<file path="src/radio_irq_cfg.svh">
`ifndef RADIO_IRQ_CFG_SVH
`define RADIO_IRQ_CFG_SVH

// Register addresses
`define ADDR_RADIO_CONTROL_ONE 6'h04
`define ADDR_IRQ_ENABLE_MASK   6'h0E
`define ADDR_IRQ_PENDING_FLAGS 6'h0F

// Reset values
`define RST_RADIO_CONTROL_ONE  8'h02
`define RST_IRQ_ENABLE_MASK    8'h00
`define RST_IRQ_PENDING_FLAGS  8'h00

// Control register fields
`define CTRL_POLARITY_BIT      0
`define CTRL_MASK_POLL_BIT     1

// Pending flag positions
`define IRQ_BIT_PLL_LOCK       0
`define IRQ_BIT_PLL_UNLOCK     1
`define IRQ_BIT_PAYLOAD_START  2
`define IRQ_BIT_FRAME_DONE     3
`define IRQ_BIT_WAKE_MEASURE   4
`define IRQ_BIT_ADDRESS_MATCH  5
`define IRQ_BIT_BUF_VIOLATION  6
`define IRQ_BIT_SUPPLY_LOW     7

`endif

</file>
<file path="src/radio_irq_pkg.sv">
package radio_irq_pkg;

    // Register-sized data word
    typedef logic [7:0] byte_type;

    // Register address width of the device
    typedef logic [5:0] reg_addr_type;

    // Which register an address selects
    typedef enum
    {
        SEL_NONE,
        SEL_CONTROL,
        SEL_MASK,
        SEL_PENDING
    } reg_sel_type;

endpackage

</file>
<file path="src/irq_flag_if.sv">
`timescale 1ns/100ps
interface irq_flag_if;
    import radio_irq_pkg::*;

    byte_type event_hit;    // One-cycle event pulses per flag
    byte_type record_en;    // Flags allowed to record
    byte_type cross_clear;  // Per-flag clear from the partner event
    logic     read_clear;   // Clearing read of the pending register
    byte_type pending;      // Latched flags

    modport owner
    (
        output event_hit,
        output record_en,
        output cross_clear,
        output read_clear,
        input  pending
    );

    modport latch
    (
        input  event_hit,
        input  record_en,
        input  cross_clear,
        input  read_clear,
        output pending
    );
endinterface

</file>
<file path="src/irq_flag_latch.sv">
`timescale 1ns/100ps
`include "radio_irq_cfg.svh"

module irq_flag_latch
#(
    parameter int WIDTH = 8
)
(
    // Clock and reset
    input wire logic  clk,
    input wire logic  rst_n,
    // Flag controls and state
    irq_flag_if.latch flags
);
    import radio_irq_pkg::*;

    // Reset image of the flags, one bit taken per flag below
    localparam logic [WIDTH-1:0] RST_FLAGS = WIDTH'(`RST_IRQ_PENDING_FLAGS);

    // One sticky flag per event_hit bit; a set in the clearing cycle survives
    genvar i;
    generate
        for (i = 0; i < WIDTH; i++)
        begin : g_flag
            logic hit;
            assign hit = flags.event_hit[i] & flags.record_en[i];

            always_ff @(posedge clk or negedge rst_n)
            begin
                if (!rst_n)
                    flags.pending[i] <= RST_FLAGS[i];
                else if (hit)
                    flags.pending[i] <= 1'b1;
                else if (flags.read_clear || flags.cross_clear[i])
                    flags.pending[i] <= 1'b0;
            end
        end
    endgenerate
endmodule

</file>
<file path="src/radio_irq_logic.sv">
`timescale 1ns/100ps
`include "radio_irq_cfg.svh"

// Functional notes
// - Ten event sources share eight pending flags; flags 3 and 4 serve two each.
// - A source is enabled only when its mask bit is one; bit 7 supply, bit 0 lock.
// - Each pending event is latched in its flag; flags 3 and 4 each latch two sources.
// - Interrupt pin is the OR of enabled pending flags.
// - Reading the pending register returns flags then clears every flag not set in that same cycle, releasing the pin.
// - Flags are sticky; lock clears pending unlock and unlock clears pending lock.
// - Flag 7 marks low supply; flag 6 marks buffer access violation.
// - Flag 4 sets on wake-up completion and on channel measurement done.
// - Flag 3 sets on frame receive done and frame transmit done.
// - Flag 2 sets at payload start; state and length header come from outside.
// - Flag 1 marks lock loss and kills the amplifier when transmitting; flag 0 lock.
// - Flag 5 marks address match, latched like the others.
// - Mask resets to zero and accepts any byte value.
// - Without polling, masked events neither record nor signal.
// - With polling, all events record but only enabled ones drive the pin.
// - Pin is active high by default; polarity bit makes it active low.
// - During buffer reads with empty indication on, pin carries that indication.
// - Polling control is control bit 1, reset to one.
// - Polarity control is control bit 0, reset zero; one means active low.
// - Buffer empty indication is always active high.
module radio_irq_logic
(
    // Clock and reset
    input  wire logic                     clk,
    input  wire logic                     rst_n,

    // Register access from the serial engine
    input  wire radio_irq_pkg::reg_addr_type reg_addr,
    input  wire logic                     reg_wr_en,
    input  wire logic                     reg_rd_en,
    input  wire radio_irq_pkg::byte_type  reg_wdata,
    output radio_irq_pkg::byte_type       reg_rdata,

    // Radio event pulses
    input  wire logic                     supply_low_event,
    input  wire logic                     buffer_violation_event,
    input  wire logic                     address_match_event,
    input  wire logic                     wake_complete_event,
    input  wire logic                     channel_measure_done_event,
    input  wire logic                     frame_rx_done_event,
    input  wire logic                     frame_tx_done_event,
    input  wire logic                     payload_start_event,
    input  wire logic                     pll_unlock_event,
    input  wire logic                     pll_lock_event,

    // Radio state
    input  wire logic                     tx_busy,

    // Frame buffer empty indication
    input  wire logic                     fb_empty_enable,
    input  wire logic                     fb_read_active,
    input  wire logic                     fb_empty,

    // Outputs
    output logic                          irq_pin,
    output logic                          pa_shutdown,
    output radio_irq_pkg::byte_type       pending_flags,
    output radio_irq_pkg::byte_type       control_flags
);
    import radio_irq_pkg::*;

    // Register state
    byte_type radio_control_one_reg;
    byte_type interrupt_enable_mask_reg;
    byte_type reg_rdata_reg;
    logic     irq_pin_reg;
    logic     pa_shutdown_reg;

    // Next values
    byte_type reg_rdata_next;
    logic     irq_pin_next;

    // Decoded controls
    logic     polarity_low;
    logic     mask_poll;
    logic     any_enabled;
    logic     normal_pin;

    // Access decode
    reg_sel_type wr_sel;
    reg_sel_type rd_sel;
    logic        pending_read;

    // Event vector in flag order
    byte_type    event_vec;

    // Latch carrier
    irq_flag_if  flags ();

    // Address decode, shared by the write and read paths
    function automatic reg_sel_type decode(input reg_addr_type addr);
        reg_sel_type sel;
        sel = SEL_NONE;
        case (addr)
            `ADDR_RADIO_CONTROL_ONE: sel = SEL_CONTROL;
            `ADDR_IRQ_ENABLE_MASK:   sel = SEL_MASK;
            `ADDR_IRQ_PENDING_FLAGS: sel = SEL_PENDING;
            default:                 sel = SEL_NONE;
        endcase
        return sel;
    endfunction

    // Write and read targets
    assign wr_sel = reg_wr_en ? decode(reg_addr) : SEL_NONE;
    assign rd_sel = reg_rd_en ? decode(reg_addr) : SEL_NONE;

    // A read of the pending register clears it
    assign pending_read = (rd_sel == SEL_PENDING);

    // Control fields
    assign polarity_low = radio_control_one_reg[`CTRL_POLARITY_BIT];
    assign mask_poll    = radio_control_one_reg[`CTRL_MASK_POLL_BIT];

    // Control register; other fields are kept for their owners
    always_ff @(posedge clk or negedge rst_n)
    begin
        if (!rst_n)
            radio_control_one_reg <= `RST_RADIO_CONTROL_ONE;
        else if (wr_sel == SEL_CONTROL)
            radio_control_one_reg <= reg_wdata;
    end

    // Mask register, any byte accepted
    always_ff @(posedge clk or negedge rst_n)
    begin
        if (!rst_n)
            interrupt_enable_mask_reg <= `RST_IRQ_ENABLE_MASK;
        else if (wr_sel == SEL_MASK)
            interrupt_enable_mask_reg <= reg_wdata;
    end

    // Pending register writes fall through with no effect;
    // only events and the clearing read move the flags.

    // Gather events into flag positions
    always_comb
    begin
        event_vec = '0;
        // Supply below threshold
        event_vec[`IRQ_BIT_SUPPLY_LOW] = supply_low_event;
        // Frame buffer access violation
        event_vec[`IRQ_BIT_BUF_VIOLATION] = buffer_violation_event;
        // Address match
        event_vec[`IRQ_BIT_ADDRESS_MATCH] = address_match_event;
        // Shared flag: wake-up done or measurement done
        event_vec[`IRQ_BIT_WAKE_MEASURE] = wake_complete_event
                                         | channel_measure_done_event;
        // Either direction of frame completion
        event_vec[`IRQ_BIT_FRAME_DONE] = frame_rx_done_event
                                       | frame_tx_done_event;
        // Payload reception starts
        event_vec[`IRQ_BIT_PAYLOAD_START] = payload_start_event;
        // Lock lost and lock gained
        event_vec[`IRQ_BIT_PLL_UNLOCK] = pll_unlock_event;
        event_vec[`IRQ_BIT_PLL_LOCK]   = pll_lock_event;
    end

    // Drive the latch; polling lets every source record
    assign flags.event_hit = event_vec;
    assign flags.record_en = mask_poll ? 8'hFF
                                       : interrupt_enable_mask_reg;
    assign flags.read_clear = pending_read;

    // Lock and unlock wipe each other even when not recorded
    always_comb
    begin
        flags.cross_clear = '0;
        flags.cross_clear[`IRQ_BIT_PLL_UNLOCK] = pll_lock_event;
        flags.cross_clear[`IRQ_BIT_PLL_LOCK]   = pll_unlock_event;
    end

    // Sticky flag store
    irq_flag_latch
    #(
        .WIDTH (8)
    )
    u_latch
    (
        .clk   (clk),
        .rst_n (rst_n),
        .flags (flags.latch)
    );

    // Pending flags exported for status monitoring
    assign pending_flags = flags.pending;
    assign control_flags = radio_control_one_reg;

    // Only enabled flags raise the pin; polled-only ones stay silent
    assign any_enabled = |(flags.pending & interrupt_enable_mask_reg);

    // Polarity applies to the normal function only
    assign normal_pin = polarity_low ? ~any_enabled : any_enabled;

    // Pin selection; the empty indication ignores polarity
    always_comb
    begin
        if (fb_empty_enable && fb_read_active)
            irq_pin_next = fb_empty;
        else
            irq_pin_next = normal_pin;
    end

    // Registered pin, so glitches from the OR never reach the host
    always_ff @(posedge clk or negedge rst_n)
    begin
        if (!rst_n)
            irq_pin_reg <= 1'b0;
        else
            irq_pin_reg <= irq_pin_next;
    end

    assign irq_pin = irq_pin_reg;

    // Amplifier off on lock loss while sending, one cycle pulse
    always_ff @(posedge clk or negedge rst_n)
    begin
        if (!rst_n)
            pa_shutdown_reg <= 1'b0;
        else
            pa_shutdown_reg <= pll_unlock_event & tx_busy;
    end

    assign pa_shutdown = pa_shutdown_reg;

    // Read mux; unmapped addresses answer zero
    always_comb
    begin
        case (rd_sel)
            SEL_CONTROL: reg_rdata_next = radio_control_one_reg;
            SEL_MASK:    reg_rdata_next = interrupt_enable_mask_reg;
            SEL_PENDING: reg_rdata_next = flags.pending;
            SEL_NONE:    reg_rdata_next = reg_rdata_reg;
            default:     reg_rdata_next = 8'h00;
        endcase
        if (reg_rd_en && rd_sel == SEL_NONE)
            reg_rdata_next = 8'h00;
    end

    // Read data holds until the next read; the clear lands the same edge,
    // so the host always sees the flags as they were before clearing
    always_ff @(posedge clk or negedge rst_n)
    begin
        if (!rst_n)
            reg_rdata_reg <= 8'h00;
        else
            reg_rdata_reg <= reg_rdata_next;
    end

    assign reg_rdata = reg_rdata_reg;

    // Host duties: flush stale flags before enabling, and read
    // the flags on every pin assertion; nothing here enforces it.
endmodule

</file>
<file path="config.mk">
export PLATFORM = sky130hd
export DESIGN_NAME = radio_irq_logic
export DESIGN_NICKNAME = d
export VERILOG_FILES = /design/src/radio_irq_pkg.sv /design/src/irq_flag_if.sv /design/src/irq_flag_latch.sv /design/src/radio_irq_logic.sv
export VERILOG_INCLUDE_DIRS = /design/src
export SDC_FILE = /design/constraint.sdc
export NUM_CORES = 1
export LEC_CHECK = 0
export CORE_MARGIN = 4
export CORE_UTILIZATION = 55
export CTS_CLUSTER_DIAMETER = 50
export DETAILED_ROUTE_END_ITERATION = 8
export DONT_BUFFER_PORTS = 1
export GPL_TIMING_DRIVEN = 0
export PLACE_DENSITY = 0.69
export SYNTH_ARGS = -nofsm -noshare
export SYNTH_HDL_FRONTEND = slang
export SYNTH_HIERARCHICAL = 1
export SYNTH_SLANG_ARGS = --single-unit
</file>
<file path="constraint.sdc">
create_clock -name clk -period 0.92 [get_ports clk]
set_input_delay 0.138 -clock clk [delete_from_list [all_inputs] [get_ports clk]]
set_output_delay 0.138 -clock clk [all_outputs]
set_load 0.05 [all_outputs]
</file>
=== After elaboration in Yosys (flattened, before gate mapping) ===
Index checks and enable logic that the tools add are counted.

* Add/subtract/negate cells: 0
* Multiply operators: 0
* Div/mod/pow operators: 0
* Order comparisons: 0
* Equality and inequality tests: 10
* Shift-type cells: 0
* Mux-type cells: 19
* Bitwise gates (word level): 13
* Reductions and logical operators: 15

{| class="wikitable"
|+ Operators with widths
! cell !! count
|-
| 32-bit by 2-bit == test with 1-bit output (second input constant) || 3
|-
| 32-bit by 3-bit == test with 1-bit output (second input constant) || 2
|-
| 32-bit zero test || 2
|-
| 32-bit two-way mux || 2
|-
| 32-bit by 1-bit == test with 1-bit output (second input constant) || 1
|-
| 8-bit one-hot mux with 4 select lines || 1
|-
| 8-bit two-way mux || 2
|-
| 2-bit nonzero test || 8
|-
| 1-bit two-way mux || 13
|-
| 6-bit by 4-bit == test with 1-bit output (second input constant) || 2
|-
| 1-bit AND || 9
|-
| 8-bit AND || 1
|-
| 8-bit OR reduction || 1
|-
| 6-bit by 3-bit == test with 1-bit output (second input constant) || 1
|-
| 2-bit one-hot mux with 3 select lines || 1
|-
| 1-bit logical AND || 2
|-
| 1-bit logical OR || 2
|-
| 2-bit != test (second input constant) || 1
|-
| 1-bit bitwise OR || 2
|-
| 1-bit inverter || 1
|}

* Bits in registers: 34
* Bits in latches: 0
* Memory bits (writable): 0
* Memory bits (read-only): 0
* Input bits: 32
* Output and inout bits: 26
* Logic and storage cells: 70
* Memories: 0

=== Logic depth before layout (Yosys ltp) ===
* Depth in word-level cells: 7
* Mapped depth: 7
* Mapped depth without buffers: 5

=== Cells and area by module ===
The synthesis kept the hierarchy.

{| class="wikitable"
|+ Modules (own cells, without submodules)
! module !! times used !! cells an instance !! area an instance (µm²) !! sequential area each (µm²)
|-
| radio_irq_logic || 1 || 109 || 1,286.2 || 651.9
|-
| irq_flag_latch || 1 || 26 || 325.3 || 200.2
|}

=== Worst setup path after synthesis ===
Ideal clock, no wire load.

* Path kind: register to register
* Start: reg u_latch.flags.pending[6]
* End: reg irq_pin_reg, in the netlist irq_pin
* Library setup time: 77 ps
* Arrival time: 1,209 ps
* Data required time: 843 ps
* Slack: -367 ps
* Stages on the path, launching flop included: 5
* Path buffers: 0
* Clock period less this slack: 1,287 ps
* Path through: dfrtp_1 a22oi_1 nand4_1 xnor2_1 a21oi_1

* Cells in the longest elaborated chain, start to end: 5

{| class="wikitable"
|+ RTL lines
! what !! RTL line !! text
|-
| from (decl) || irq_flag_if.sv:26 || <nowiki>output pending</nowiki>
|-
| from (signal, indexed assignment) || irq_flag_latch.sv:31 || <nowiki>flags.pending[i] <= RST_FLAGS[i];</nowiki>
|-
| 8-bit AND * || radio_irq_logic.sv:193 || <nowiki>assign any_enabled = |(flags.pending & interrupt_enable_mask_reg);</nowiki>
|-
| 8-bit OR reduction * || radio_irq_logic.sv:193 ||
|-
| 1-bit inverter || radio_irq_logic.sv:196 || <nowiki>assign normal_pin = polarity_low ? ~any_enabled : any_enabled;</nowiki>
|-
| 1-bit two-way mux * || radio_irq_logic.sv:196 ||
|-
| 1-bit two-way mux * || radio_irq_logic.sv:201 || <nowiki>if (fb_empty_enable && fb_read_active)</nowiki>
|-
| net irq_pin_next || radio_irq_logic.sv:75 || <nowiki>logic irq_pin_next;</nowiki>
|-
| to (signal assigned) || radio_irq_logic.sv:213 || <nowiki>irq_pin_reg <= irq_pin_next;</nowiki>
|-
| to (decl) || radio_irq_logic.sv:70 || <nowiki>logic irq_pin_reg;</nowiki>
|}

The timed path passes the listed nets; every way through them passes the cells marked *.
A chain may end at the register's enable or synchronous reset.

=== Worst setup path after layout ===
* Start: reg u_latch.flags.pending[5]
* End: reg irq_pin_reg, in the netlist irq_pin

Same word-level chain as after synthesis.

==> summary.txt <==
Logic synthesis
  – Mapped Cells: 135
  – Synth unique cells: 27
  – Synth Register Bits: 34
  – Avg Cell Area, Syn: roughly 12 um2
  – Post-synthesis sequential area ratio: 0.529
  – Post-synthesis cell area: roughly 1600 um2
  – Yosys warns: 6

Floorplanning
  – Num rows: 19
  – Die Area: 3860 um2
  – Chip height: just over 60 um
  – Core footprint: 2780 um2
  – I/O pins: 58
  – Die Wd: 62.1 um
  – Initial Utilization: 0.579

Worst setup path
  – Crit-path slowest cell: dfrtp_2
  – Crit path cell chain: a22oi_2 > nand4_1 > xnor2_1 > a21oi_1
  – Slowest stage delay, CP: 0.54 ns
  – CP required: roughly 1.2 ns
  – CP endpoint kind: flop
  – WS Path Type: reg2reg
  – Worst endpoint data arrival time: about 1.5 ns
  – Max FO, Critical Path: 4
  – Startpoint types: flop

Power
  – PD cells: between 1500 and 2000 nW/um2
  – Pleak: just under 1 nW
  – Clock share of power: 0.209
  – Max VDD drop: 1.97 mV
  – Internal power: ~2.5 mW
  – Seq pwr share: 0.622
  – Switching Share: 0.370
  – Comb pwr share: 0.169
  – P_sw: about 1.5 mW
  – PnR Total Power: ~4.0 mW

Route
  – DRC: 0
  – Drt wl/cell: 19.1 um
  – Wirelength, routed: slightly below 4 mm
  – DRT iter0 DRCs: 76
  – Vias: approximately 1200
  – Post-route ant nets: 0
  – Post-DR vias/cell: 5.78
  – Drt pass-1 iters: 4

Placed design
  – GPL Wtd Cong: 0.734
  – Place WS: -0.386 ns
  – Buffers on Ports: 0
  – Dpl cells: approximately 170
  – DP Area: roughly 1800 um2

Final layout
  – Synthesis-to-layout area growth: 35.7%
  – Non-filler instance count after layout: 203
  – Share of layout cells above drive strength 1: 0.547
  – Final Cell Area: 2190 um2
  – Most frequent cells in the layout: dfrtp_2, dlygate4sd3_1, nor2_1
  – Antenna Cells: 0
  – Most common cell after layout, fill and taps aside: dfrtp_2
  – # nets final: 203
  – Fillers: roughly 180
  – Final core occ: 0.786

STA
  – Skew final: ~0.012 ns
  – Max-slew violation count: 0
  – Fin crit share: 1.38
  – Hold slack: ~0.0088 ns
  – Worst setup margin: -0.347 ns
  – Final setup violating endpoints: roughly 50
  – Final Critical Period: 1.27 ns
  – Final hold vios: 0
  – RSZ-0062 raised after global routing: yes
  – Max Freq: 789 MHz
  – Setup TNS: -6.29 ns

Clocking
  – Clock Latency Late Sink: between 0.3 and 0.4 ns
  – Total CTS buffers: 5
  – Clock root buffer master: clkbuf_4
  – H-tree levels: 2
  – CTS tree: done
  – Worst-path clk slew: about 0.090 ns
  – Clk buf depth: 2
  – CTS Sinks: 34

Status
  – Violated checks: negative setup slack
  – Status: finished, violations left

Global routing
  – Remaining global-route overflow: 0
  – Initial antenna violation count: 0
  – Largest net degree at the start of global routing: 35
  – Tot GR Track Use: 0.212
  – Vias in the first global route: 1221
  – First-pass GRT wire length: approximately 6.3 mm

Flow run
  – MaxCap Viol Count: 0

Hold path
  – Min-delay worst type: in2reg
[cells in the mapped netlist]
cell	instances	share of area
buf_6	3	0.021
nand3_4	1	0.011
nor3_1	1	0.0031
mux2i_1	8	0.050
xnor2_1	1	0.0054
nand3_1	1	0.0031
nand2_1	2	0.0047
and4bb_2	1	0.0078
dfrtp_1	33	0.51
nand2_2	1	0.0039
and3_1	1	0.0039
o21ai_2	1	0.0054
dfstp_2	1	0.016
a22oi_1	4	0.019
and4b_2	1	0.0070
and2_1	2	0.0078
nand4_1	1	0.0039
nand2b_4	1	0.0085
a21oi_1	9	0.028
or2_2	10	0.039
nor2b_1	4	0.016
conb_1	1	0.0023
mux2_2	16	0.11
nor2_1	11	0.026
o21ai_1	9	0.028
a22o_1	7	0.038
and2b_1	4	0.019
[power by group through the flow]
| stage | sequential, mW | combinational, mW | clock (mW) |
|---|---|---|---|
| 6_report | 2.51 | 0.682 | 0.842 |
| 5_1_grt | 2.55 | 0.743 | 0.948 |
| 4_1_cts | 2.50 | 0.664 | 0.867 |
| 3_5_place_dp | 2.53 | 0.468 | 0 |
| 3_3_place_gp | 2.52 | 0.454 | 0 |
| 2_1_floorplan | 2.45 | 0.426 | 0 |
[worst max-delay path, delay by kind of cell (launching register included)]
kind,cells,cell delay (ns)
XOR/XNOR,1,0.15
AO/OA/AOI/OAI,2,0.37
flip-flops,1,0.54
AND/OR/NAND/NOR,1,0.14
[kinds of logic (layout without fill, tap and decap cells)]
logic type,count (synthesis),in the layout,synth area share
AO/OA/AOI/OAI,30,30,0.118
XOR/XNOR,1,1,0.00544
buffers and inverters,3,35,0.0210
flip-flops,34,34,0.529
multiplexers,24,24,0.161
other,1,6,0.00233
AND/OR/NAND/NOR,42,42,0.163
[timing repair]
action	4_1_cts	5_1_grt
buffers inserted	2	1
endpoints found under the hold margin	60	0
pin swaps	2	0
hold buffers	21	0
cloned	0	0
resized for setup	22	2
setup endpoints to repair	51	51
[cell type report]
| class | instances | area, um2 | area share |
|---|---|---|---|
| Buffer | 3 | 33.8 | 0.0154 |
| Timing Repair Buffer | 24 | 254 | 0.116 |
| Sequential cell | 34 | 886 | 0.405 |
| Tap cell | 31 | 38.8 | 0.0177 |
| Clock inverter | 1 | 5.00 | 0.00229 |
| Multi-Input combinational cell | 103 | 915 | 0.418 |
| Clock buffer | 7 | 55.1 | 0.0252 |
[routing by layer]
| layer | part of all wire | global-route usage |
|---|---|---|
| met1 | 0.37 | 0.244 |
| met2 | 0.52 | 0.346 |
| met3 | 0.089 | 0.0901 |
| met4 | 0.014 | 0.0813 |
| met5 | 0 | 0 |
[worst paths after layout]
check | cells after the start | endpoint | slack, ns | start
max | 4 | irq_pin | -0.35 | u_latch/flags.pending[5]
min | 3 | reg_rdata[7] | 0.009 | reg_rd_en
max reg2reg | 4 | irq_pin | -0.35 | u_latch/flags.pending[5]
min reg2reg | 1 | interrupt_enable_mask_reg[5] | 0.59 | interrupt_enable_mask_reg[5]
max in group asynchronous | 2 | control_flags[1] | 0.44 | rst_n
min in group asynchronous | 2 | u_latch/flags.pending[2] | 0.24 | rst_n
Power figures use the tool's default switching activity.
